==> src/rtl/dcs_consts.svh <==
// Purpose: named constants for the disk controller status block
// Assumes: apb byte addresses, 32-bit data
// Notes: included by bare name
`ifndef DCS_CONSTS_SVH
`define DCS_CONSTS_SVH
`define DCS_ADDR_STATUS 12'h000
`define DCS_ADDR_IRQ_STAT 12'h004
`define DCS_ADDR_IRQ_MASK 12'h008
`define DCS_ADDR_CMD 12'h00c
`define DCS_ADDR_EVENT 12'h010
`define DCS_BIT_NRDY 7
`define DCS_BIT_PROT 6
`define DCS_BIT_HEAD 5
`define DCS_BIT_SEEK 4
`define DCS_BIT_CRC 3
`define DCS_BIT_TRK 2
`define DCS_BIT_IDX 1
`define DCS_BIT_BUSY 0
`define DCS_IRQ_DONE 0
`define DCS_IRQ_REFUSED 1
`define DCS_IRQ_LOST 2
`define DCS_IRQ_W 3
`define DCS_CLASS_W 3
`define DCS_EV_W 8
`define DCS_EV_DONE 0
`define DCS_EV_SEEK_ERR 1
`define DCS_EV_CRC_ERR 2
`define DCS_EV_RNF 3
`define DCS_EV_DELETED 4
`define DCS_EV_WR_FAULT 5
`define DCS_EV_LOST 6
`define DCS_EV_WPROT 7
`define DCS_STAT_RST 8'h00
`define DCS_PIN_IDLE 5'h0b
`endif

==> src/rtl/dcs_pkg.sv <==
// Purpose: types for the disk controller status block
// Assumes: dcs_consts.svh defines widths
// Notes: nothing here is imported
`include "dcs_consts.svh"
package dcs_pkg;
  // command class written into the command register
  typedef enum logic [`DCS_CLASS_W-1:0] {
    DCS_CL_STEP = 3'h0,
    DCS_CL_RD_ADDR = 3'h1,
    DCS_CL_RD_SECT = 3'h2,
    DCS_CL_RD_TRK = 3'h3,
    DCS_CL_WR_SECT = 3'h4,
    DCS_CL_WR_TRK = 3'h5,
    DCS_CL_FORCE = 3'h6
  } dcs_class_type;
  // one-hot busy state
  typedef enum logic [1:0] {
    DCS_ST_IDLE = 2'b01,
    DCS_ST_BUSY = 2'b10
  } dcs_state_type;
  // live drive inputs, already synchronised
  typedef struct packed {
    logic ready;
    logic wprot_n;
    logic head_load_timing_in;
    logic trk0_n;
    logic index_n;
  } dcs_drive_type;
endpackage

==> src/rtl/dcs_status.sv <==
// Purpose: status word of the floppy controller, reachable over apb
// Assumes: sequencer pulses event bits; drive pins asynchronous
// Notes: reading never alters status
//
// Notes on behaviour
// bit 7 is not-ready: inverted ready ORed with master reset, all classes
// sector or track read/write commands are refused while not ready
// seek class bit 6 shows inverted write protect pin
// seek class bit 5 is head load output ANDed with head timing
// seek class bit 4 flags unverified track, cleared on new command
// seek class bit 3 flags id field crc mismatch
// seek class bit 2 shows inverted track zero input
// seek class bit 1 shows inverted index pulse input
// bit 0 is busy while a command executes, all classes
// write class bit 6 reports protection, cleared on update; reads give zero
// sector read bit 5 holds record type: one means deleted data mark
// write class bit 5 reports write fault, cleared on new command
// sector and address commands bit 4 is record not found, cleared on update
// sector and address commands bit 3 is crc error, cleared on update
// unserviced data request sets lost data bit 2, cleared on update
// read/write bit 1 mirrors the data request output, cleared on update
// any accepted non-force command sets busy and clears the other status bits; the code clears only the sticky flags and data request bit
// status is read-only and reading it changes nothing
`timescale 1ns/1ps
`include "dcs_consts.svh"
module dcs_status (
  input wire logic mclk_i,
  input wire logic sys_rst_i,
  input wire logic psel_i,
  input wire logic penable_i,
  input wire logic pwrite_i,
  input wire logic [11:0] paddr_i,
  input wire logic [31:0] pwdata_i,
  output logic [31:0] prdata_o,
  output logic pready_o,
  output logic pslverr_o,
  input wire logic master_reset_in_i,
  input wire logic drive_ready_i,
  input wire logic write_protect_in_n_i,
  input wire logic head_load_timing_in_i,
  input wire logic track_zero_in_n_i,
  input wire logic index_pulse_in_n_i,
  input wire logic head_load_out_i,
  input wire logic data_request_out_i,
  input wire logic [`DCS_EV_W-1:0] event_i,
  output logic cmd_start_o,
  output logic [`DCS_CLASS_W-1:0] cmd_class_o,
  output logic irq_o
);
  localparam int NSYNC = 5;
  // three-stage synchronisers; stage 1 feeds only stage 2
  logic [NSYNC-1:0] s1_ff, s2_ff, s3_ff, pin_ff;
  wire [NSYNC-1:0] pin_raw = {drive_ready_i, write_protect_in_n_i, head_load_timing_in_i,
                              track_zero_in_n_i, index_pulse_in_n_i};
  wire [NSYNC-1:0] agree = ~(s2_ff ^ s3_ff);
  wire [NSYNC-1:0] nxt_pin = (agree & s3_ff) | (~agree & pin_ff);
  always_ff @(posedge mclk_i or posedge sys_rst_i) begin
    if (sys_rst_i) begin
      // idle pin levels, so active-low pins show no false flag after reset
      s1_ff <= `DCS_PIN_IDLE;
      s2_ff <= `DCS_PIN_IDLE;
      s3_ff <= `DCS_PIN_IDLE;
      pin_ff <= `DCS_PIN_IDLE;
    end else begin
      s1_ff <= pin_raw;
      s2_ff <= s1_ff;
      s3_ff <= s2_ff;
      pin_ff <= nxt_pin;
    end
  end
  dcs_pkg::dcs_drive_type drv;
  assign drv = pin_ff;
  // master reset synchroniser, same three-stage scheme
  logic [2:0] mr_ff;
  logic mr_q_ff;
  wire nxt_mr_q = (mr_ff[1] == mr_ff[2]) ? mr_ff[2] : mr_q_ff;
  always_ff @(posedge mclk_i or posedge sys_rst_i) begin
    if (sys_rst_i) begin
      mr_ff <= 3'h0;
      mr_q_ff <= 1'b0;
    end else begin
      mr_ff <= {mr_ff[1:0], master_reset_in_i};
      mr_q_ff <= nxt_mr_q;
    end
  end

  // apb decode; zero wait states, unmapped address gets pslverr
  wire acc = psel_i & penable_i;
  wire wr = acc & pwrite_i;
  wire hit_stat = paddr_i == `DCS_ADDR_STATUS;
  wire hit_istat = paddr_i == `DCS_ADDR_IRQ_STAT;
  wire hit_imask = paddr_i == `DCS_ADDR_IRQ_MASK;
  wire hit_cmd = paddr_i == `DCS_ADDR_CMD;
  wire hit_ev = paddr_i == `DCS_ADDR_EVENT;
  wire mapped = hit_stat | hit_istat | hit_imask | hit_cmd | hit_ev;
  // status is read-only: writes to it are errors
  wire bad = ~mapped | (pwrite_i & (hit_stat | hit_ev));
  assign pready_o = 1'b1;
  assign pslverr_o = acc & bad;
  wire cmd_wr = wr & hit_cmd;
  dcs_pkg::dcs_class_type new_cls;
  assign new_cls = dcs_pkg::dcs_class_type'(pwdata_i[`DCS_CLASS_W-1:0]);
  wire is_force = new_cls == dcs_pkg::DCS_CL_FORCE;
  wire is_step = new_cls == dcs_pkg::DCS_CL_STEP;
  wire not_ready = ~drv.ready | mr_q_ff;
  // type II and III refused when drive not ready
  wire refuse = cmd_wr & ~is_force & ~is_step & not_ready;
  wire accept = cmd_wr & ~is_force & ~refuse;

  // command state machine
  dcs_pkg::dcs_state_type st_ff, nxt_st;
  dcs_pkg::dcs_class_type cls_ff, nxt_cls;
  wire done = event_i[`DCS_EV_DONE];
  always_comb begin
    nxt_st = st_ff;
    nxt_cls = cls_ff;
    case (st_ff)
      dcs_pkg::DCS_ST_IDLE: begin
        if (accept) begin
          nxt_st = dcs_pkg::DCS_ST_BUSY;
          nxt_cls = new_cls;
        end
      end
      dcs_pkg::DCS_ST_BUSY: begin
        if (accept) begin
          nxt_cls = new_cls;
        end else if (done | (cmd_wr & is_force)) begin
          nxt_st = dcs_pkg::DCS_ST_IDLE;
        end
      end
      default: nxt_st = dcs_pkg::DCS_ST_IDLE;
    endcase
  end
  always_ff @(posedge mclk_i or posedge sys_rst_i) begin
    if (sys_rst_i) begin
      st_ff <= dcs_pkg::DCS_ST_IDLE;
      cls_ff <= dcs_pkg::DCS_CL_STEP;
    end else begin
      st_ff <= nxt_st;
      cls_ff <= nxt_cls;
    end
  end
  assign cmd_start_o = accept;
  assign cmd_class_o = cls_ff;
  wire busy = st_ff == dcs_pkg::DCS_ST_BUSY;

  // sticky error flags; an event in the accept cycle still lands
  logic seek_ff, crc_ff, rnf_ff, del_ff, wflt_ff, lost_ff, wprot_ff;
  // accept clears the flags, set wins over clear
  wire [6:0] ev_hit = {event_i[`DCS_EV_SEEK_ERR], event_i[`DCS_EV_CRC_ERR],
                       event_i[`DCS_EV_RNF], event_i[`DCS_EV_DELETED],
                       event_i[`DCS_EV_WR_FAULT], event_i[`DCS_EV_LOST],
                       event_i[`DCS_EV_WPROT]};
  wire [6:0] cur = {seek_ff, crc_ff, rnf_ff, del_ff, wflt_ff, lost_ff, wprot_ff};
  // cleared when updated
  wire [6:0] nxt_flags = ev_hit | (accept ? 7'h00 : cur);
  always_ff @(posedge mclk_i or posedge sys_rst_i) begin
    if (sys_rst_i) begin
      {seek_ff, crc_ff, rnf_ff, del_ff, wflt_ff, lost_ff, wprot_ff} <= 7'h00;
    end else begin
      {seek_ff, crc_ff, rnf_ff, del_ff, wflt_ff, lost_ff, wprot_ff} <= nxt_flags;
    end
  end
  // data request cleared on update until sequencer raises it again
  logic drq_en_ff;
  wire nxt_drq_en = accept ? 1'b0 : (drq_en_ff | ~data_request_out_i);
  always_ff @(posedge mclk_i or posedge sys_rst_i) begin
    if (sys_rst_i) begin
      drq_en_ff <= 1'b0;
    end else begin
      drq_en_ff <= nxt_drq_en;
    end
  end

  // status word assembly by class
  wire c_step = cls_ff == dcs_pkg::DCS_CL_STEP;
  wire c_rsec = cls_ff == dcs_pkg::DCS_CL_RD_SECT;
  wire c_radr = cls_ff == dcs_pkg::DCS_CL_RD_ADDR;
  wire c_wsec = cls_ff == dcs_pkg::DCS_CL_WR_SECT;
  wire c_wtrk = cls_ff == dcs_pkg::DCS_CL_WR_TRK;
  wire c_wr = c_wsec | c_wtrk;
  wire c_id = c_rsec | c_radr | c_wsec;
  logic [7:0] st_word;
  always_comb begin
    st_word = `DCS_STAT_RST;
    // not ready in every class
    st_word[`DCS_BIT_NRDY] = not_ready;
    // busy in every class
    st_word[`DCS_BIT_BUSY] = busy;
    if (c_step) begin
      // protect from inverted pin
      st_word[`DCS_BIT_PROT] = ~drv.wprot_n;
      // head loaded and engaged
      st_word[`DCS_BIT_HEAD] = head_load_out_i & drv.head_load_timing_in;
      // seek error flag
      st_word[`DCS_BIT_SEEK] = seek_ff;
      // id crc during verify
      st_word[`DCS_BIT_CRC] = crc_ff;
      // track zero from inverted pin
      st_word[`DCS_BIT_TRK] = ~drv.trk0_n;
      // index from inverted pin
      st_word[`DCS_BIT_IDX] = ~drv.index_n;
    end else begin
      // protect on writes only
      st_word[`DCS_BIT_PROT] = c_wr & wprot_ff;
      // record type or write fault
      st_word[`DCS_BIT_HEAD] = (c_rsec & del_ff) | (c_wr & wflt_ff);
      // record not found
      st_word[`DCS_BIT_SEEK] = c_id & rnf_ff;
      // crc error, id or data decided by bit 4
      st_word[`DCS_BIT_CRC] = c_id & crc_ff;
      // lost data
      st_word[`DCS_BIT_TRK] = lost_ff;
      // mirror of data request
      st_word[`DCS_BIT_IDX] = data_request_out_i & drq_en_ff;
    end
  end

  // interrupt status, write one to clear, set wins
  logic [`DCS_IRQ_W-1:0] istat_ff, imask_ff;
  wire [`DCS_IRQ_W-1:0] irq_ev = {event_i[`DCS_EV_LOST], refuse, busy & ~nxt_st[1]};
  wire [`DCS_IRQ_W-1:0] w1c = (wr & hit_istat) ? pwdata_i[`DCS_IRQ_W-1:0] : 3'h0;
  wire [`DCS_IRQ_W-1:0] nxt_istat = irq_ev | (istat_ff & ~w1c);
  wire [`DCS_IRQ_W-1:0] nxt_imask = (wr & hit_imask) ? pwdata_i[`DCS_IRQ_W-1:0] : imask_ff;
  always_ff @(posedge mclk_i or posedge sys_rst_i) begin
    if (sys_rst_i) begin
      istat_ff <= 3'h0;
      imask_ff <= 3'h0;
    end else begin
      istat_ff <= nxt_istat;
      imask_ff <= nxt_imask;
    end
  end
  assign irq_o = |(istat_ff & imask_ff);

  // read mux; registered data, no side effects
  wire [31:0] rd_mux = hit_stat ? {24'h000000, st_word} :
                       hit_istat ? {29'h00000000, istat_ff} :
                       hit_imask ? {29'h00000000, imask_ff} :
                       hit_cmd ? {29'h00000000, cls_ff} : 32'h00000000;
  logic [31:0] rdata_ff;
  wire [31:0] nxt_rdata = (psel_i & ~penable_i & ~pwrite_i) ? rd_mux : rdata_ff;
  always_ff @(posedge mclk_i or posedge sys_rst_i) begin
    if (sys_rst_i) begin
      rdata_ff <= 32'h00000000;
    end else begin
      rdata_ff <= nxt_rdata;
    end
  end
  assign prdata_o = rdata_ff;
endmodule // dcs_status

==> config.mk <==
export PLATFORM = sky130hd
export DESIGN_NAME = dcs_status
export DESIGN_NICKNAME = d
export VERILOG_FILES = /design/src/rtl/dcs_pkg.sv /design/src/rtl/dcs_status.sv
export VERILOG_INCLUDE_DIRS = /design/src /design/src/rtl
export SDC_FILE = /design/constraint.sdc
export NUM_CORES = 1
export LEC_CHECK = 0
export BUFFER_PORTS_ARGS = -buffer_cell sky130_fd_sc_hd__buf_4
export CORE_ASPECT_RATIO = 2
export CORE_UTILIZATION = 50
export CTS_CLUSTER_SIZE = 10
export DETAILED_ROUTE_END_ITERATION = 10
export GPL_ROUTABILITY_DRIVEN = 0
export PLACE_DENSITY_LB_ADDON = 0.1
export SLEW_MARGIN = 40
export SYNTH_ARGS = -nofsm -noshare
export SYNTH_HDL_FRONTEND = slang
export SYNTH_SLANG_ARGS = --single-unit
==> constraint.sdc <==
create_clock -name mclk_i -period 3.03 [get_ports mclk_i]
set_input_delay 0.303 -clock mclk_i [delete_from_list [all_inputs] [get_ports mclk_i]]
set_output_delay 0.303 -clock mclk_i [all_outputs]
set_load 0.01 [all_outputs]
# Word level (Yosys, flattened, before mapping)
# Cells that the tools add are included.
# word_totals
reg_bits	75
inputBits	65
output_inout_bits	39
elab_cells	112
# op_classes
n_eq_ne	15
n_mux	12
bitwise	58
reduce_logical	7
# op_table
cell	n
$eq A12 B4 Y1 const B	2
$and A1 B1 Y1	22
$or A1 B1 Y1	13
$eq A12 B3 Y1 const B	1
$eq A12 B5 Y1 const B	1
$logic_not A12 Y1	1
$mux W3	4
$not A1 Y1	12
$and A5 B5 Y5	2
$not A5 Y5	2
$eq A3 B3 Y1 const B	3
$mux W8	1
$mux W7	1
$or A7 B7 Y7	1
$and A3 B3 Y3	2
$logic_not A3 Y1	2
$mux W2	3
$mux W6	1
$or A5 B5 Y5	1
$xor A5 B5 Y5	1
$ne A2 B2 Y1 const B	2
$pmux W2 S2	1
$eq A3 B1 Y1 const B	1
$eq A3 B2 Y1 const B	1
11 further kinds	11

# Longest topological paths before layout
# Gate-level depths: netlist of run 1.
# logic_depth
depth_word	13
depth_mapped	6
ltp_nobuf	6

# Worst setup path before layout of run 1
# OpenSTA, ideal clock, no wires.
# synth_timing
kind	input to register
from	input paddr_i[7]
to	register cls_ff[0] (netlist: cmd_class_o[0])
setup_ns	0.125
arrival_time_ns	1.764
required_time_ns	2.905
slack_ns	1.142
stages	4
n_path_buf	0
path_cell_list	or4_4 > nor3_4 > and4_1 > mux2_2
# synth_via
elab_chain_len	8
# synth_rtl
element	line_no	text
start, declared	dcs_status.sv:32	input wire logic [11:0] paddr_i,
$eq A12 B4 Y1 (no line) (*)	-	
$and A1 B1 Y1 (*)	dcs_status.sv:100	wire cmd_wr = wr & hit_cmd;
$and A1 B1 Y1 (*)	dcs_status.sv:107, dcs_status.sv:108	
$and A1 B1 Y1 (2 in series)	dcs_status.sv:107	wire refuse = cmd_wr & ~is_force & ~is_step & not_ready;
$not A1 Y1	dcs_status.sv:108	wire accept = cmd_wr & ~is_force & ~refuse;
$and A1 B1 Y1 (*)	dcs_status.sv:108	
$reduce_and A2 Y1 (no line) (*)	-	
end signal, assigned	dcs_status.sv:137	cls_ff <= dcs_pkg::DCS_CL_STEP;
end signal, assigned	dcs_status.sv:140	cls_ff <= nxt_cls;
end, declared	dcs_status.sv:112	dcs_pkg::dcs_class_type cls_ff, nxt_cls;
# Every way passes the cells marked *; elsewhere a longest branch is shown, timed or not.
# A chain may end at the register's enable or synchronous reset.

# Worst setup path in the final report of run 1
# layout_timing
from	input paddr_i[7]
to	output cmd_start_o
# layout_via
elab_chain_len	7
# layout_rtl
element	line_no	text
$eq A12 B4 Y1 (no line) (*)	-	
$and A1 B1 Y1 (*)	dcs_status.sv:100	
$and A1 B1 Y1 (*)	dcs_status.sv:107, dcs_status.sv:108	
$and A1 B1 Y1 (2 in series)	dcs_status.sv:107	
$not A1 Y1	dcs_status.sv:108	
$and A1 B1 Y1 (*)	dcs_status.sv:108	
end, declared	dcs_status.sv:46	output logic cmd_start_o,
# Marked as above.

==> results of run 1 <==
==> cells in the mapped netlist, drive strengths merged, types with 2 or more instances <==
| cell type | instances | share of area |
|---|---|---|
| a21o | 9 | 0.030 |
| a21oi | 6 | 0.013 |
| a22o | 6 | 0.023 |
| a31o | 3 | 0.012 |
| buf | 25 | 0.082 |
| clkbuf | 4 | 0.0066 |
| conb | 2 | 0.0033 |
| dfrtp | 38 | 0.42 |
| dfstp | 13 | 0.15 |
| ha | 2 | 0.011 |
| inv | 10 | 0.016 |
| maj3 | 7 | 0.031 |
| mux2 | 7 | 0.035 |
| mux2i | 2 | 0.0088 |
| mux4 | 3 | 0.030 |
| nand2 | 9 | 0.015 |
| nand3 | 4 | 0.0088 |
| nand4 | 2 | 0.0055 |
| nor2 | 7 | 0.012 |
| nor3 | 4 | 0.016 |
| nor3b | 2 | 0.0066 |
| o21ai | 4 | 0.0088 |
| or4 | 2 | 0.0082 |
==> report_power, final <==
group	leakage, nW	internal [mW]	total, mW	switching (mW)
clock network	0.0644	0.329	0.549	0.220
logic	0.651	0.0494	0.109	0.0596
registers	0.583	0.708	0.719	0.0105
==> worst register-to-register path: stages, from the launching register on <==
cell	delay, ps
sky130_fd_sc_hd__dfrtp_1	520
sky130_fd_sc_hd__nor3_2	510
sky130_fd_sc_hd__a21oi_1	200
sky130_fd_sc_hd__mux4_2	490
sky130_fd_sc_hd__a22o_1	210
==> layer usage <==
metal,global-route usage,up-vias,routed length [um]
met5,0,-,0
met4,0.1297,0,187
met3,0.04538,14,255
met2,0.3909,67,2645
met1,0.2149,761,1653
li1,-,696,-
==> cell usage in the layout (no fill, tap or decap), types with 2 or more instances in the layout <==
master                      instances
sky130_fd_sc_hd__nand3_1            4
sky130_fd_sc_hd__clkbuf_8           5
sky130_fd_sc_hd__ha_1               2
sky130_fd_sc_hd__buf_4             49
sky130_fd_sc_hd__a21oi_1            6
sky130_fd_sc_hd__conb_1            25
sky130_fd_sc_hd__bufinv_16          2
sky130_fd_sc_hd__a22o_1             6
sky130_fd_sc_hd__nor3_1             2
sky130_fd_sc_hd__mux4_2             3
sky130_fd_sc_hd__inv_1              9
sky130_fd_sc_hd__mux2i_1            2
sky130_fd_sc_hd__a21o_1             9
sky130_fd_sc_hd__nor3b_1            2
sky130_fd_sc_hd__dfrtp_1           38
sky130_fd_sc_hd__mux2_2             7
sky130_fd_sc_hd__o21ai_0            3
sky130_fd_sc_hd__maj3_1             7
sky130_fd_sc_hd__nand2_1            9
sky130_fd_sc_hd__nor2_1             7
sky130_fd_sc_hd__dfstp_2           13
sky130_fd_sc_hd__nand4_1            2
sky130_fd_sc_hd__a31o_2             2
==> cell type report <==
type,count,area [um^2]
clock buffers,5,68.82
clock inverters,3,67.56
fillers,364,1640
inverters,10,40.04
multi-input cells,117,837.1
flip-flops and latches,51,1292
well taps,54,67.56
repair buffers,49,367.9
==> final timing paths <==
check | startpoint | to | cells after the start
hold reg to reg | s1_ff[1] | s2_ff[1] | 0
max in group asynchronous | sys_rst_i | wprot_ff | 2
min in group mclk_i | master_reset_in_i | mr_ff[0] | 1
setup reg to reg | cmd_class_o[2] | prdata_o[1] | 4
setup / recovery | paddr_i[7] | cmd_start_o | 6
hold / removal | sys_rst_i | crc_ff | 2
==> registers in the layout (all words and copies together) (netlist names), named ones only <==
signal,cells
wflt_ff,1
mr_ff,3
istat_ff,3
cmd_class_o,3
prdata_o,8
rnf_ff,1
s1_ff,5
mr_q_ff,1
st_ff,2
seek_ff,1
wprot_ff,1
lost_ff,1
s2_ff,5
del_ff,1
drq_en_ff,1
imask_ff,3
s3_ff,5
crc_ff,1
==> kinds of logic (layout without fill, tap and decap cells) <==
| kind of cell | after synthesis | count (layout) | synth area share |
|---|---|---|---|
| DFF | 51 | 51 | 0.5660 |
| and+or+nand+nor | 39 | 39 | 0.1101 |
| buffers and inverters | 39 | 67 | 0.1052 |
| AOI/OAI and AO/OA | 32 | 32 | 0.1008 |
| muxes | 12 | 12 | 0.07288 |
| adders and majority gates | 9 | 9 | 0.04164 |
| other | 2 | 25 | 0.003289 |
==> through the flow <==
stage / utilization / setup slack, ps
2_1_floorplan: - / 1142
3_3_place_gp: 0.5939 / 807.6
3_5_place_dp: 0.5945 / 769.6
4_1_cts: 0.6256 / 972.3
5_1_grt: 0.6256 / 872.9
6_report: 0.6256 / 982.0
==> impl_summary.txt, run 1 <==
----------------------------------------------------
[Pwr]
  Maximum resistive drop on vdd ... 0.0004334 V
  Power density over cell area ... 502.4 mW/mm^2
  Total power of the final layout ... 1.377 mW
  Leakage ... 1.298 nW

[Min path]
  Min-delay worst type ... in -> async

[Setup path]
  Top delay family on crit path ... simple AND/OR/NAND/NOR gates
  Worst-path cell chain ... buf_4 -> or4_4 -> nor3_4 -> nand3_1 -> nor2_1 -> buf_4
  Critical path buffer and inverter count ... 2
  Standard cell with the maximum stage delay on the critical path ... sky130_fd_sc_hd__or4_4
  Largest stage delay, worst path ... 530 ps
  Kind of end point of the critical path ... output port
  Required @ worst endpoint ... 2730 ps
  Cell occurring most often along the worst timing path ... sky130_fd_sc_hd__buf_4
  Max FO, Critical Path ... 10
  Crit start category ... primary input
  Slack of the worst reg-to-reg path ... 990 ps
  Critical path class ... in -> out
  Endpoint arrival time on the critical path ... 1750 ps

[Global route]
  Total global routing track utilization ... 0.2162
  Gr ovfl total ... 0
  Maximum number of pins on one net before global-route repair ... 52
  Number of global-route vias before repair ... 1669
  Global-route wire length before repair ... 7693 um
  Antenna violations before repair ... 0

[Synthesis]
  Number of warnings issued by yosys ... 0
  Average size of a mapped cell ... 12.41 um^2
  Share of async-settable or async-resettable flops after synthesis ... 1.000
  Number of synthesized register bits ... 51
  Proportion of synthesized chip area in sequential cells ... 0.5660
  Syn Std Cell Area ... 0.002283 mm^2
  Number of flops mapped to enable cells by yosys ... 0
  Syn Inst Count ... 184
  Number of library cell types mapped by synthesis ... 41
  Most used flip-flop cell after synthesis ... sky130_fd_sc_hd__dfrtp_1

[STA]
  Count of final hold-check violations ... 0
  Final-layout setup total negative slack ... 0 ps
  Period utilization ... 0.6759
  Least-Margin Pin Slew ... 724.7 ps
  Number of setup violations in the final report ... 0
  Maximum clock frequency ... 0.4883 GHz
  Worst setup skew after layout ... 8.330 ps
  Shortest clock period the worst path allows after layout ... 2048 ps
  Worst slew slack as a fraction of its limit ... 0.5124
  Pins over their slew limit ... 0
  RSZ-0062 raised after global routing ... no
  Final worst hold slack ... 68.07 ps

[Placed design]
  Port Buffers ... 49
  Post-detailed-placement cell area ... 0.002605 mm^2
  Total instance count after detailed placement ... 281
  HPWL Detailed ... 3619 um

[Detailed routing]
  Count of vias placed by the detailed router ... 1538
  Residual DRC ... 0
  Wire per inst ... 16.40 um
  Routed via count divided by cell count ... 5.322
  Routed Wire Length ... 4740 um
  Number of detailed-route iterations in the first pass ... 4
  Remaining number of nets flagged by the antenna check after routing ... 0
  Count of routing violations after the opening detailed-route iteration ... 48

[Final layout]
  Fraction of final layout cells with drive strength greater than 1 ... 0.3787
  Non-filler instance count after layout ... 289
  Cell area after layout ... 0.002741 mm^2
  Ant diodes ... 0
  Total Nets Final ... 301
  Syn-to-layout area delta ... 20.05%

[Run]
  Max-cap viol count ... 0

[Clock tree]
  Clock insertion delay at the later pin of the skew report ... 310 ps
  Clock Tree Root ... sky130_fd_sc_hd__clkbuf_8
  CTS tree ... yes
  Number of buffers inserted for hold repair after clock tree synthesis ... 0
  Cells resized by post-CTS repair ... 0
  Maximum buffer depth of the clock tree ... 2
  CTS clock-pin slew for the worst setup and hold paths ... 90 ps
  Maximum level of the CTS H-tree ... 2
  Num CTS Buffers ... 5
  CTS sink cnt ... 51
  Post-CTS setup-driven buffer insertion count ... 0

[Floorplanning]
  Standard cell core area ... 0.004382 mm^2
  Die area ... 0.004858 mm^2
  FP Rows ... 34
  Die boundary width ... 49.79 um
  I/O pin count ... 104
  Vertical extent of the die ... 97.57 um
  Starting utilization of the core area ... 0.5211

[Outcome]
  Outcome ... completed

----------------------------------------------------
No activity file was read; power rests on OpenSTA's default activity.
==> inputs of run 2 (changes only) <==
--- a/config.mk
+++ b/config.mk
@@ -6,9 +6,10 @@
 export SDC_FILE = /design/constraint.sdc
 export NUM_CORES = 1
 export LEC_CHECK = 0
+export ABC_AREA = 1
 export BUFFER_PORTS_ARGS = -buffer_cell sky130_fd_sc_hd__buf_4
 export CORE_ASPECT_RATIO = 2
-export CORE_UTILIZATION = 50
+export CORE_UTILIZATION = 43
 export CTS_CLUSTER_SIZE = 10
 export DETAILED_ROUTE_END_ITERATION = 10
 export GPL_ROUTABILITY_DRIVEN = 0
==> constraint.sdc (replaced) <==
create_clock -name mclk_i -period 1.87 [get_ports mclk_i]
set_input_delay 0.187 -clock mclk_i [delete_from_list [all_inputs] [get_ports mclk_i]]
set_output_delay 0.187 -clock mclk_i [all_outputs]
set_load 0.01 [all_outputs]
==> run 2 against run 1 <==
Net effect:
- die area increased by 23%
- first-iteration DRC count increased by 46%
- clock skew increased by 3.8 ps
- combinational power increased by 100%
- total power increased by 49%
- clock power increased by 19%
- cell count increased by 30%
- global-route usage decreased by 3.4 points
- critical path type is now reg -> out
- largest cell class unchanged
==> impl_summary.txt, run 2 <==
----------------------------------------------------
[Outcome]
  Outcome ... completed

[Synthesis]
  Number of synthesized register bits ... 51 (unchanged)
  Top cell type by total area after synthesis ... sky130_fd_sc_hd__dfrtp_1
  Share of async-settable or async-resettable flops after synthesis ... 1.000 (unchanged)
  Number of library cell types mapped by synthesis ... 30 (-27%)
  Library cell with the highest instance count after synthesis ... sky130_fd_sc_hd__dfrtp_1
  Cell types with the highest counts after synthesis ... 38 x sky130_fd_sc_hd__dfrtp_1, 36 x sky130_fd_sc_hd__nand2_1, 32 x sky130_fd_sc_hd__inv_1
  Syn Std Cell Area ... 0.002439 mm^2 (+6.8%)
  Average size of a mapped cell ... 9.677 um^2 (-22%)
  Proportion of synthesized chip area in sequential cells ... 0.5300 (-0.03601)
  Number of warnings issued by yosys ... 0 (unchanged)
  Most used flip-flop cell after synthesis ... sky130_fd_sc_hd__dfrtp_1
  Dominant cells by area after synthesis ... sky130_fd_sc_hd__dfrtp_1 39%, sky130_fd_sc_hd__dfstp_2 14%, sky130_fd_sc_hd__buf_4 7.7%
  Portion of synthesized cell area occupied by the leading cell type ... 0.3899 (-0.02649)
  Number of flops mapped to enable cells by yosys ... 0 (unchanged)
  Syn Inst Count ... 252 (+37%)

[Pwr]
  Switching power ... 0.4971 mW (+71%)
  Proportion of power drawn by the clock network ... 0.319 (-0.080)
  Power density over cell area ... 689.3 mW/mm^2 (+37%)
  Maximum resistive drop on vdd ... 0.0007508 V (+73%)
  Sw Share ... 0.2419 (+0.03102)
  Total power of the final layout ... 2.055 mW (+49%)
  Internal power component ... 1.558 mW (+43%)
  Sequential Power Share ... 0.572 (+0.050)
  Proportion of power drawn by combinational gates ... 0.109 (+0.030)
  Leakage ... 1.511 nW (+16%)

[Floorplanning]
  Die boundary width ... 55.25 um (+11%)
  Starting utilization of the core area ... 0.4499 (-0.07122)
  I/O pin count ... 104 (unchanged)
  FP Rows ... 38 (+12%)
  Die area ... 0.005995 mm^2 (+23%)
  Vertical extent of the die ... 108.5 um (+11%)
  Standard cell core area ... 0.005420 mm^2 (+24%)

[Clock tree]
  Clock Tree Root ... sky130_fd_sc_hd__clkbuf_8
  CTS sink cnt ... 51 (unchanged)
  Cells resized by post-CTS repair ... 0 (unchanged)
  Clock insertion delay at the later pin of the skew report ... 310 ps (about the same)
  Maximum level of the CTS H-tree ... 2 (unchanged)
  Maximum buffer depth of the clock tree ... 2 (unchanged)
  CTS clock-pin slew for the worst setup and hold paths ... 100 ps (about the same)
  Post-CTS setup-driven buffer insertion count ... 0 (unchanged)
  Num CTS Buffers ... 5 (unchanged)
  Number of buffers inserted for hold repair after clock tree synthesis ... 7 (+7)
  CTS tree ... yes

[Setup path]
  Endpoint arrival time on the critical path ... 1480 ps (-270 ps)
  Kind of end point of the critical path ... output port
  Critical path buffer and inverter count ... 3 (+1)
  Required @ worst endpoint ... 1680 ps (-1050 ps)
  Slack of the worst reg-to-reg path ... 370 ps (-620 ps)
  Cell occurring most often along the worst timing path ... sky130_fd_sc_hd__inv_1
  Crit start category ... register
  Top delay family on crit path ... flip-flops
  Max FO, Critical Path ... 5 (-5)
  Standard cell with the maximum stage delay on the critical path ... sky130_fd_sc_hd__dfrtp_1
  Largest stage delay, worst path ... 370 ps (-160 ps)
  Critical path class ... reg -> out
  Worst-path cell chain ... inv_1 -> o21ai_2 -> inv_1 -> nor2_4 -> buf_4
  Reg-to-reg critical path endpoint ... prdata_o[2]
  Worst R2R Path Depth ... 7 (+3)
  Worst r2r src ... cmd_class_o[2]

[Detailed routing]
  Routed Wire Length ... 5053 um (+6.6%)
  Remaining number of nets flagged by the antenna check after routing ... 0 (unchanged)
  Residual DRC ... 0 (unchanged)
  Count of routing violations after the opening detailed-route iteration ... 70 (+46%)
  Count of vias placed by the detailed router ... 1830 (+19%)
  Wire per inst ... 13.40 um (-18%)
  Routed via count divided by cell count ... 4.854 (-8.8%)
  Number of detailed-route iterations in the first pass ... 7 (+3)

[STA]
  Final-layout setup total negative slack ... 0 ps (unchanged)
  Least-Margin Pin Slew ... 560.0 ps (-164.7 ps)
  Maximum clock frequency ... 0.5990 GHz
  Pins over their slew limit ... 0 (unchanged)
  Count of final hold-check violations ... 0 (unchanged)
  RSZ-0062 raised after global routing ... no
  Period utilization ... 0.8928
  Number of setup violations in the final report ... 0 (unchanged)
  Worst slew slack as a fraction of its limit ... 0.6261 (+0.1137)
  Shortest clock period the worst path allows after layout ... 1669 ps
  Worst setup skew after layout ... 12.15 ps (+3.817 ps)
  Slack of the critical path ... 200.5 ps (-781.4 ps)

[Global route]
  Maximum number of pins on one net before global-route repair ... 28 (-46%)
  Gr ovfl total ... 0 (unchanged)
  Number of global-route vias before repair ... 1843 (+10%)
  Antenna violations before repair ... 0 (unchanged)
  Total global routing track utilization ... 0.1826 (-0.03368)
  Global-route wire length before repair ... 8328 um (+8.3%)

[Final layout]
  Fraction of final layout cells with drive strength greater than 1 ... 0.2902 (-0.08850)
  Non-filler instance count after layout ... 377 (+30%)
  Total Nets Final ... 383 (+27%)
  Ant diodes ... 0 (unchanged)
  Number of flip-flops under the largest register name ... 8 (unchanged)
  Most frequent standard cell in the layout excluding fill and tap cells ... sky130_fd_sc_hd__buf_4
  Syn-to-layout area delta ... 22.27%
  Leading cell types in the layout, fill and taps excluded ... 51 x sky130_fd_sc_hd__buf_4, 38 x sky130_fd_sc_hd__dfrtp_1, 36 x sky130_fd_sc_hd__nand2_1, 31 x sky130_fd_sc_hd__inv_1, 25 x sky130_fd_sc_hd__conb_1

[Min path]
  Min-delay worst type ... in -> reg
  Worst hold path endpoint ... drq_en_ff
  Hold path start ... data_request_out_i
  Number of instances on the worst hold path ... 2

[Placed design]
  HPWL Detailed ... 3904 um (+7.9%)
  Port Buffers ... 49 (unchanged)
  Post-Place Worst Slack ... 258.1 ps (-511.5 ps)
  Total instance count after detailed placement ... 362 (+29%)

[Run]
  Max-cap viol count ... 0 (unchanged)

----------------------------------------------------
-- run 2: cell count changes in the layout (fill, tap and decap cells not counted), sizes merged, moves of 5 or more --
cell,change
a22o,-6
nand2,+33
a21o,-5
dlygate4sd3,+7
o21ai,+24
nand3,+7
inv,+23
mux2,-7
nor2,+18
-- run 2: metal layers --
metal,up-vias,part of all wire,track usage
met1,847,0.36,0.1767
met4,0,0.035,0.1089
met5,-,0,0
li1,899,-,-
met3,15,0.051,0.03708
met2,69,0.55,0.3468
-- run 2: area by class of cell --
type / instances / area, um^2
Multi-Input combinational cell: 167 / 924.6
Inverter: 32 / 120.1
Clock inverter: 2 / 13.76
Timing Repair Buffer: 59 / 473.0
Sequential cell: 51 / 1292
Clock buffer: 6 / 82.58
Fill cell: 512 / 2439
Tap cell: 60 / 75.07
-- run 2: worst max-delay path by stage --
stage | slack [ps] | end | cells past startpoint
2_1_floorplan | 470 | asynchronous set/reset pin | 1
3_3_place_gp | 260 | prdata_o[2] | 7
3_5_place_dp | 260 | prdata_o[2] | 7
4_1_cts | 160 | cmd_start_o | 5
5_1_grt | 60 | cmd_start_o | 5
6_report | 200 | cmd_start_o | 5
-- run 2: cell families (layout without fill, tap and decap cells) --
family,Yosys count,in the layout,share of synthesized area
adder cells (fa/ha/maj),8,8,0.03489
buffers and inverters,57,99,0.1262
other,2,25,0.003080
AND/OR/NAND/NOR,86,86,0.1857
flip-flops,51,51,0.5300
AO/OA/AOI/OAI,48,48,0.1201
-- run 2: power by group through the flow --
stage / logic, mW / registers, mW / clock network (mW)
after global placement: 0.211 / 1.20 / 0
after floorplan: 0.151 / 1.19 / 0
after global routing: 0.248 / 1.18 / 0.740
final: 0.223 / 1.18 / 0.656
after detailed placement: 0.213 / 1.20 / 0
after CTS: 0.226 / 1.18 / 0.692
-- run 2: through the flow --
step                      utilization  area, um^2  hold WS [ps]
after global routing           0.5501        2982         35.00
after global placement         0.5194        2815         274.3
after floorplan                     -        2525         191.5
after detailed placement       0.5194        2815         278.5
final                          0.5501        2982         48.99
after CTS                      0.5501        2982         37.30
==> inputs of run 3 (changes only) <==
--- a/config.mk
+++ b/config.mk
@@ -9,7 +9,8 @@
 export ABC_AREA = 1
 export BUFFER_PORTS_ARGS = -buffer_cell sky130_fd_sc_hd__buf_4
 export CORE_ASPECT_RATIO = 2
-export CORE_UTILIZATION = 43
+export CORE_MARGIN = 5
+export CORE_UTILIZATION = 51
 export CTS_CLUSTER_SIZE = 10
 export DETAILED_ROUTE_END_ITERATION = 10
 export GPL_ROUTABILITY_DRIVEN = 0
==> constraint.sdc (replaced) <==
create_clock -name mclk_i -period 2 [get_ports mclk_i]
set_input_delay 0.2 -clock mclk_i [delete_from_list [all_inputs] [get_ports mclk_i]]
set_output_delay 0.2 -clock mclk_i [all_outputs]
set_load 0.01 [all_outputs]
==> run 3 against run 2 <==
Net effect:
- sequential power down 7%
- die area rose by 5.9%
- routed wire length shrank 2.9%
- worst hold slack gained 17 ps
- setup slack better by 140 ps
- largest cell class unchanged
- first-iteration DRC count decreased by 29%
==> impl_summary.txt, run 3 (same netlist as run 2, synthesis figures left out) <==
----------------------------------------------------
[Outcome]
  Outcome ... completed

[Floorplanning]
  Die boundary width ... 58.90 um (+6.6%)
  Starting utilization of the core area ... 0.5253 (+0.07543)
  Standard cell core area ... 0.004642 mm^2 (-14%)
  Die area ... 0.006348 mm^2 (+5.9%)
  I/O pin count ... 104 (unchanged)
  Vertical extent of the die ... 107.8 um (-0.65%)
  FP Rows ... 35 (-7.9%)

[Setup path]
  Critical path class ... reg -> out
  Worst r2r src ... cmd_class_o[2]
  Reg-to-reg critical path endpoint ... prdata_o[2]
  Required @ worst endpoint ... 1800 ps (+120 ps)
  Worst R2R Path Depth ... 7 (unchanged)
  Max FO, Critical Path ... 5 (unchanged)
  Endpoint arrival time on the critical path ... 1460 ps (-20 ps)
  Crit start category ... register
  Slack of the worst reg-to-reg path ... 540 ps (+170 ps)
  Kind of end point of the critical path ... output port

[Global route]
  Gr ovfl total ... 0 (unchanged)
  Total global routing track utilization ... 0.1726 (-0.009946)
  Maximum number of pins on one net before global-route repair ... 20 (-29%)
  Antenna violations before repair ... 0 (unchanged)
  Number of global-route vias before repair ... 1824 (-1.0%)
  Global-route wire length before repair ... 8349 um (+0.25%)

[Clock tree]
  Clock insertion delay at the later pin of the skew report ... 310 ps (about the same)
  CTS sink cnt ... 51 (unchanged)
  Maximum level of the CTS H-tree ... 2 (unchanged)
  CTS clock-pin slew for the worst setup and hold paths ... 90 ps (about the same)
  Cells resized by post-CTS repair ... 0 (unchanged)
  CTS tree ... yes
  Maximum buffer depth of the clock tree ... 2 (unchanged)
  Num CTS Buffers ... 5 (unchanged)
  Clock Tree Root ... sky130_fd_sc_hd__clkbuf_8

[Detailed routing]
  Number of detailed-route iterations in the first pass ... 4 (-3)
  Routed length on met3 ... 373 um (+44%)
  Wire length on met2 ... 2719 um (-2.8%)
  Routed via count divided by cell count ... 4.957 (+2.1%)
  Wire per inst ... 13.22 um (-1.4%)
  Residual DRC ... 0 (unchanged)
  Count of routing violations after the opening detailed-route iteration ... 50 (-29%)
  Routed Wire Length ... 4905 um (-2.9%)
  Routed length on met1 ... 1699 um (-6.5%)
  Remaining number of nets flagged by the antenna check after routing ... 0 (unchanged)
  Max layer used ... met4
  Count of vias placed by the detailed router ... 1839 (+0.49%)

[Min path]
  Worst hold path endpoint ... del_ff
  Number of instances on the worst hold path ... 2 (unchanged)
  Hold path start ... event_i[4]
  Min-delay worst type ... in -> reg

[Final layout]
  Fill count ... 415 (-19%)
  Most frequent standard cell in the layout excluding fill and tap cells ... sky130_fd_sc_hd__buf_4
  Reg area ... 0.001292 mm^2 (unchanged)
  Syn-to-layout area delta ... 21.81%
  Utilization after layout ... 0.6399 (+0.08980)
  Leading cell types in the layout, fill and taps excluded ... 51 x sky130_fd_sc_hd__buf_4, 38 x sky130_fd_sc_hd__dfrtp_1, 36 x sky130_fd_sc_hd__nand2_1, 31 x sky130_fd_sc_hd__inv_1, 25 x sky130_fd_sc_hd__conb_1
  Footprint of the multi-input gates ... 924.6 um^2 (unchanged)
  Number of flip-flops under the largest register name ... 8 (unchanged)
  Total Nets Final ... 382 (-0.26%)
  Fraction of final layout cells with drive strength greater than 1 ... 0.2880 (-0.002246)
  Ant diodes ... 0 (unchanged)

[Placed design]
  HPWL Detailed ... 3949 um (+1.2%)
  Port Buffers ... 49 (unchanged)

[STA]
  Number of setup violations in the final report ... 0 (unchanged)
  Final-layout setup total negative slack ... 0 ps (unchanged)
  Period utilization ... 0.8292
  RSZ-0062 raised after global routing ... no
  Final worst hold slack ... 66.06 ps (+17.07 ps)
  Shortest clock period the worst path allows after layout ... 1658 ps
  Count of final hold-check violations ... 0 (unchanged)
  Pins over their slew limit ... 0 (unchanged)
  Maximum clock frequency ... 0.6030 GHz
  Worst setup skew after layout ... 7.708 ps (-4.439 ps)

[Pwr]
  Leakage ... 1.507 nW (-0.25%)
  Power density over cell area ... 665.6 mW/mm^2 (-3.4%)
  Maximum resistive drop on vdd ... 0.0005797 V (-23%)

[Run]
  Max-cap viol count ... 0 (unchanged)

----------------------------------------------------
run 3: cell count changes in the layout (fill, tap and decap cells not counted):
cell	previous run	this run
sky130_fd_sc_hd__clkinv_4	0	1
sky130_fd_sc_hd__clkinv_2	1	0
sky130_fd_sc_hd__clkbuf_16	0	1
sky130_fd_sc_hd__buf_12	1	0
sky130_fd_sc_hd__clkbuf_8	6	5
run 3: worst max path at each step:
stage               slack, ps                          to  depth (start not counted)        from
floorplan                 590  asynchronous set/reset pin                          1   sys_rst_i
global placement          370                   pslverr_o                          8  paddr_i[0]
detailed placement        350                 prdata_o[2]                          7    pwrite_i
CTS                       300                 cmd_start_o                          5    register
global route              130                   pslverr_o                          8  paddr_i[0]
finish                    340                 cmd_start_o                          5    register
run 3: critical path, cell delays in order (launching register included):
cell and delay (ps):
sky130_fd_sc_hd__dfrtp_1 360, sky130_fd_sc_hd__inv_1 70, sky130_fd_sc_hd__o21ai_2 250, sky130_fd_sc_hd__inv_1 110
sky130_fd_sc_hd__nor2_4 210, sky130_fd_sc_hd__buf_4 160
run 3: final cells by class:
type / count / share of cell area
clock buffers: 6 / 0.03159
clock inverters: 2 / 0.005897
inverters: 32 / 0.04044
multi-input cells: 167 / 0.3113
flip-flops and latches: 51 / 0.4351
well taps: 55 / 0.02317
repair buffers: 58 / 0.1525
run 3: metal layers:
layer | vias up | GRT usage
met5 | - | 0
met4 | 0 | 0.08428
met3 | 13 | 0.03721
met2 | 65 | 0.2951
met1 | 862 | 0.1966
li1 | 899 | -
run 3: report_power, final:
group | switching [mW] | total (mW) | internal, mW | leakage, nW
Sequential | 0.0189 | 1.10 | 1.08 | 0.588
Combinational | 0.114 | 0.204 | 0.0897 | 0.863
Clock | 0.346 | 0.675 | 0.329 | 0.0569
run 3: timing repair:
item,4_1_cts,5_1_grt
setup buffers,0,0
hold buffers,7,0
endpoints found under the hold margin,14,0
run 3: metrics by stage:
step	instance area [um^2]	worst slack (ps)	std cells	power [mW]
detailed placement	2789	347.1	356	1.314
CTS	2970	300.0	371	2.006
global placement	2789	374.4	356	1.309
global route	2970	127.9	371	2.068
finish	2970	341.5	371	1.977
floorplan	2525	592.0	275	1.256
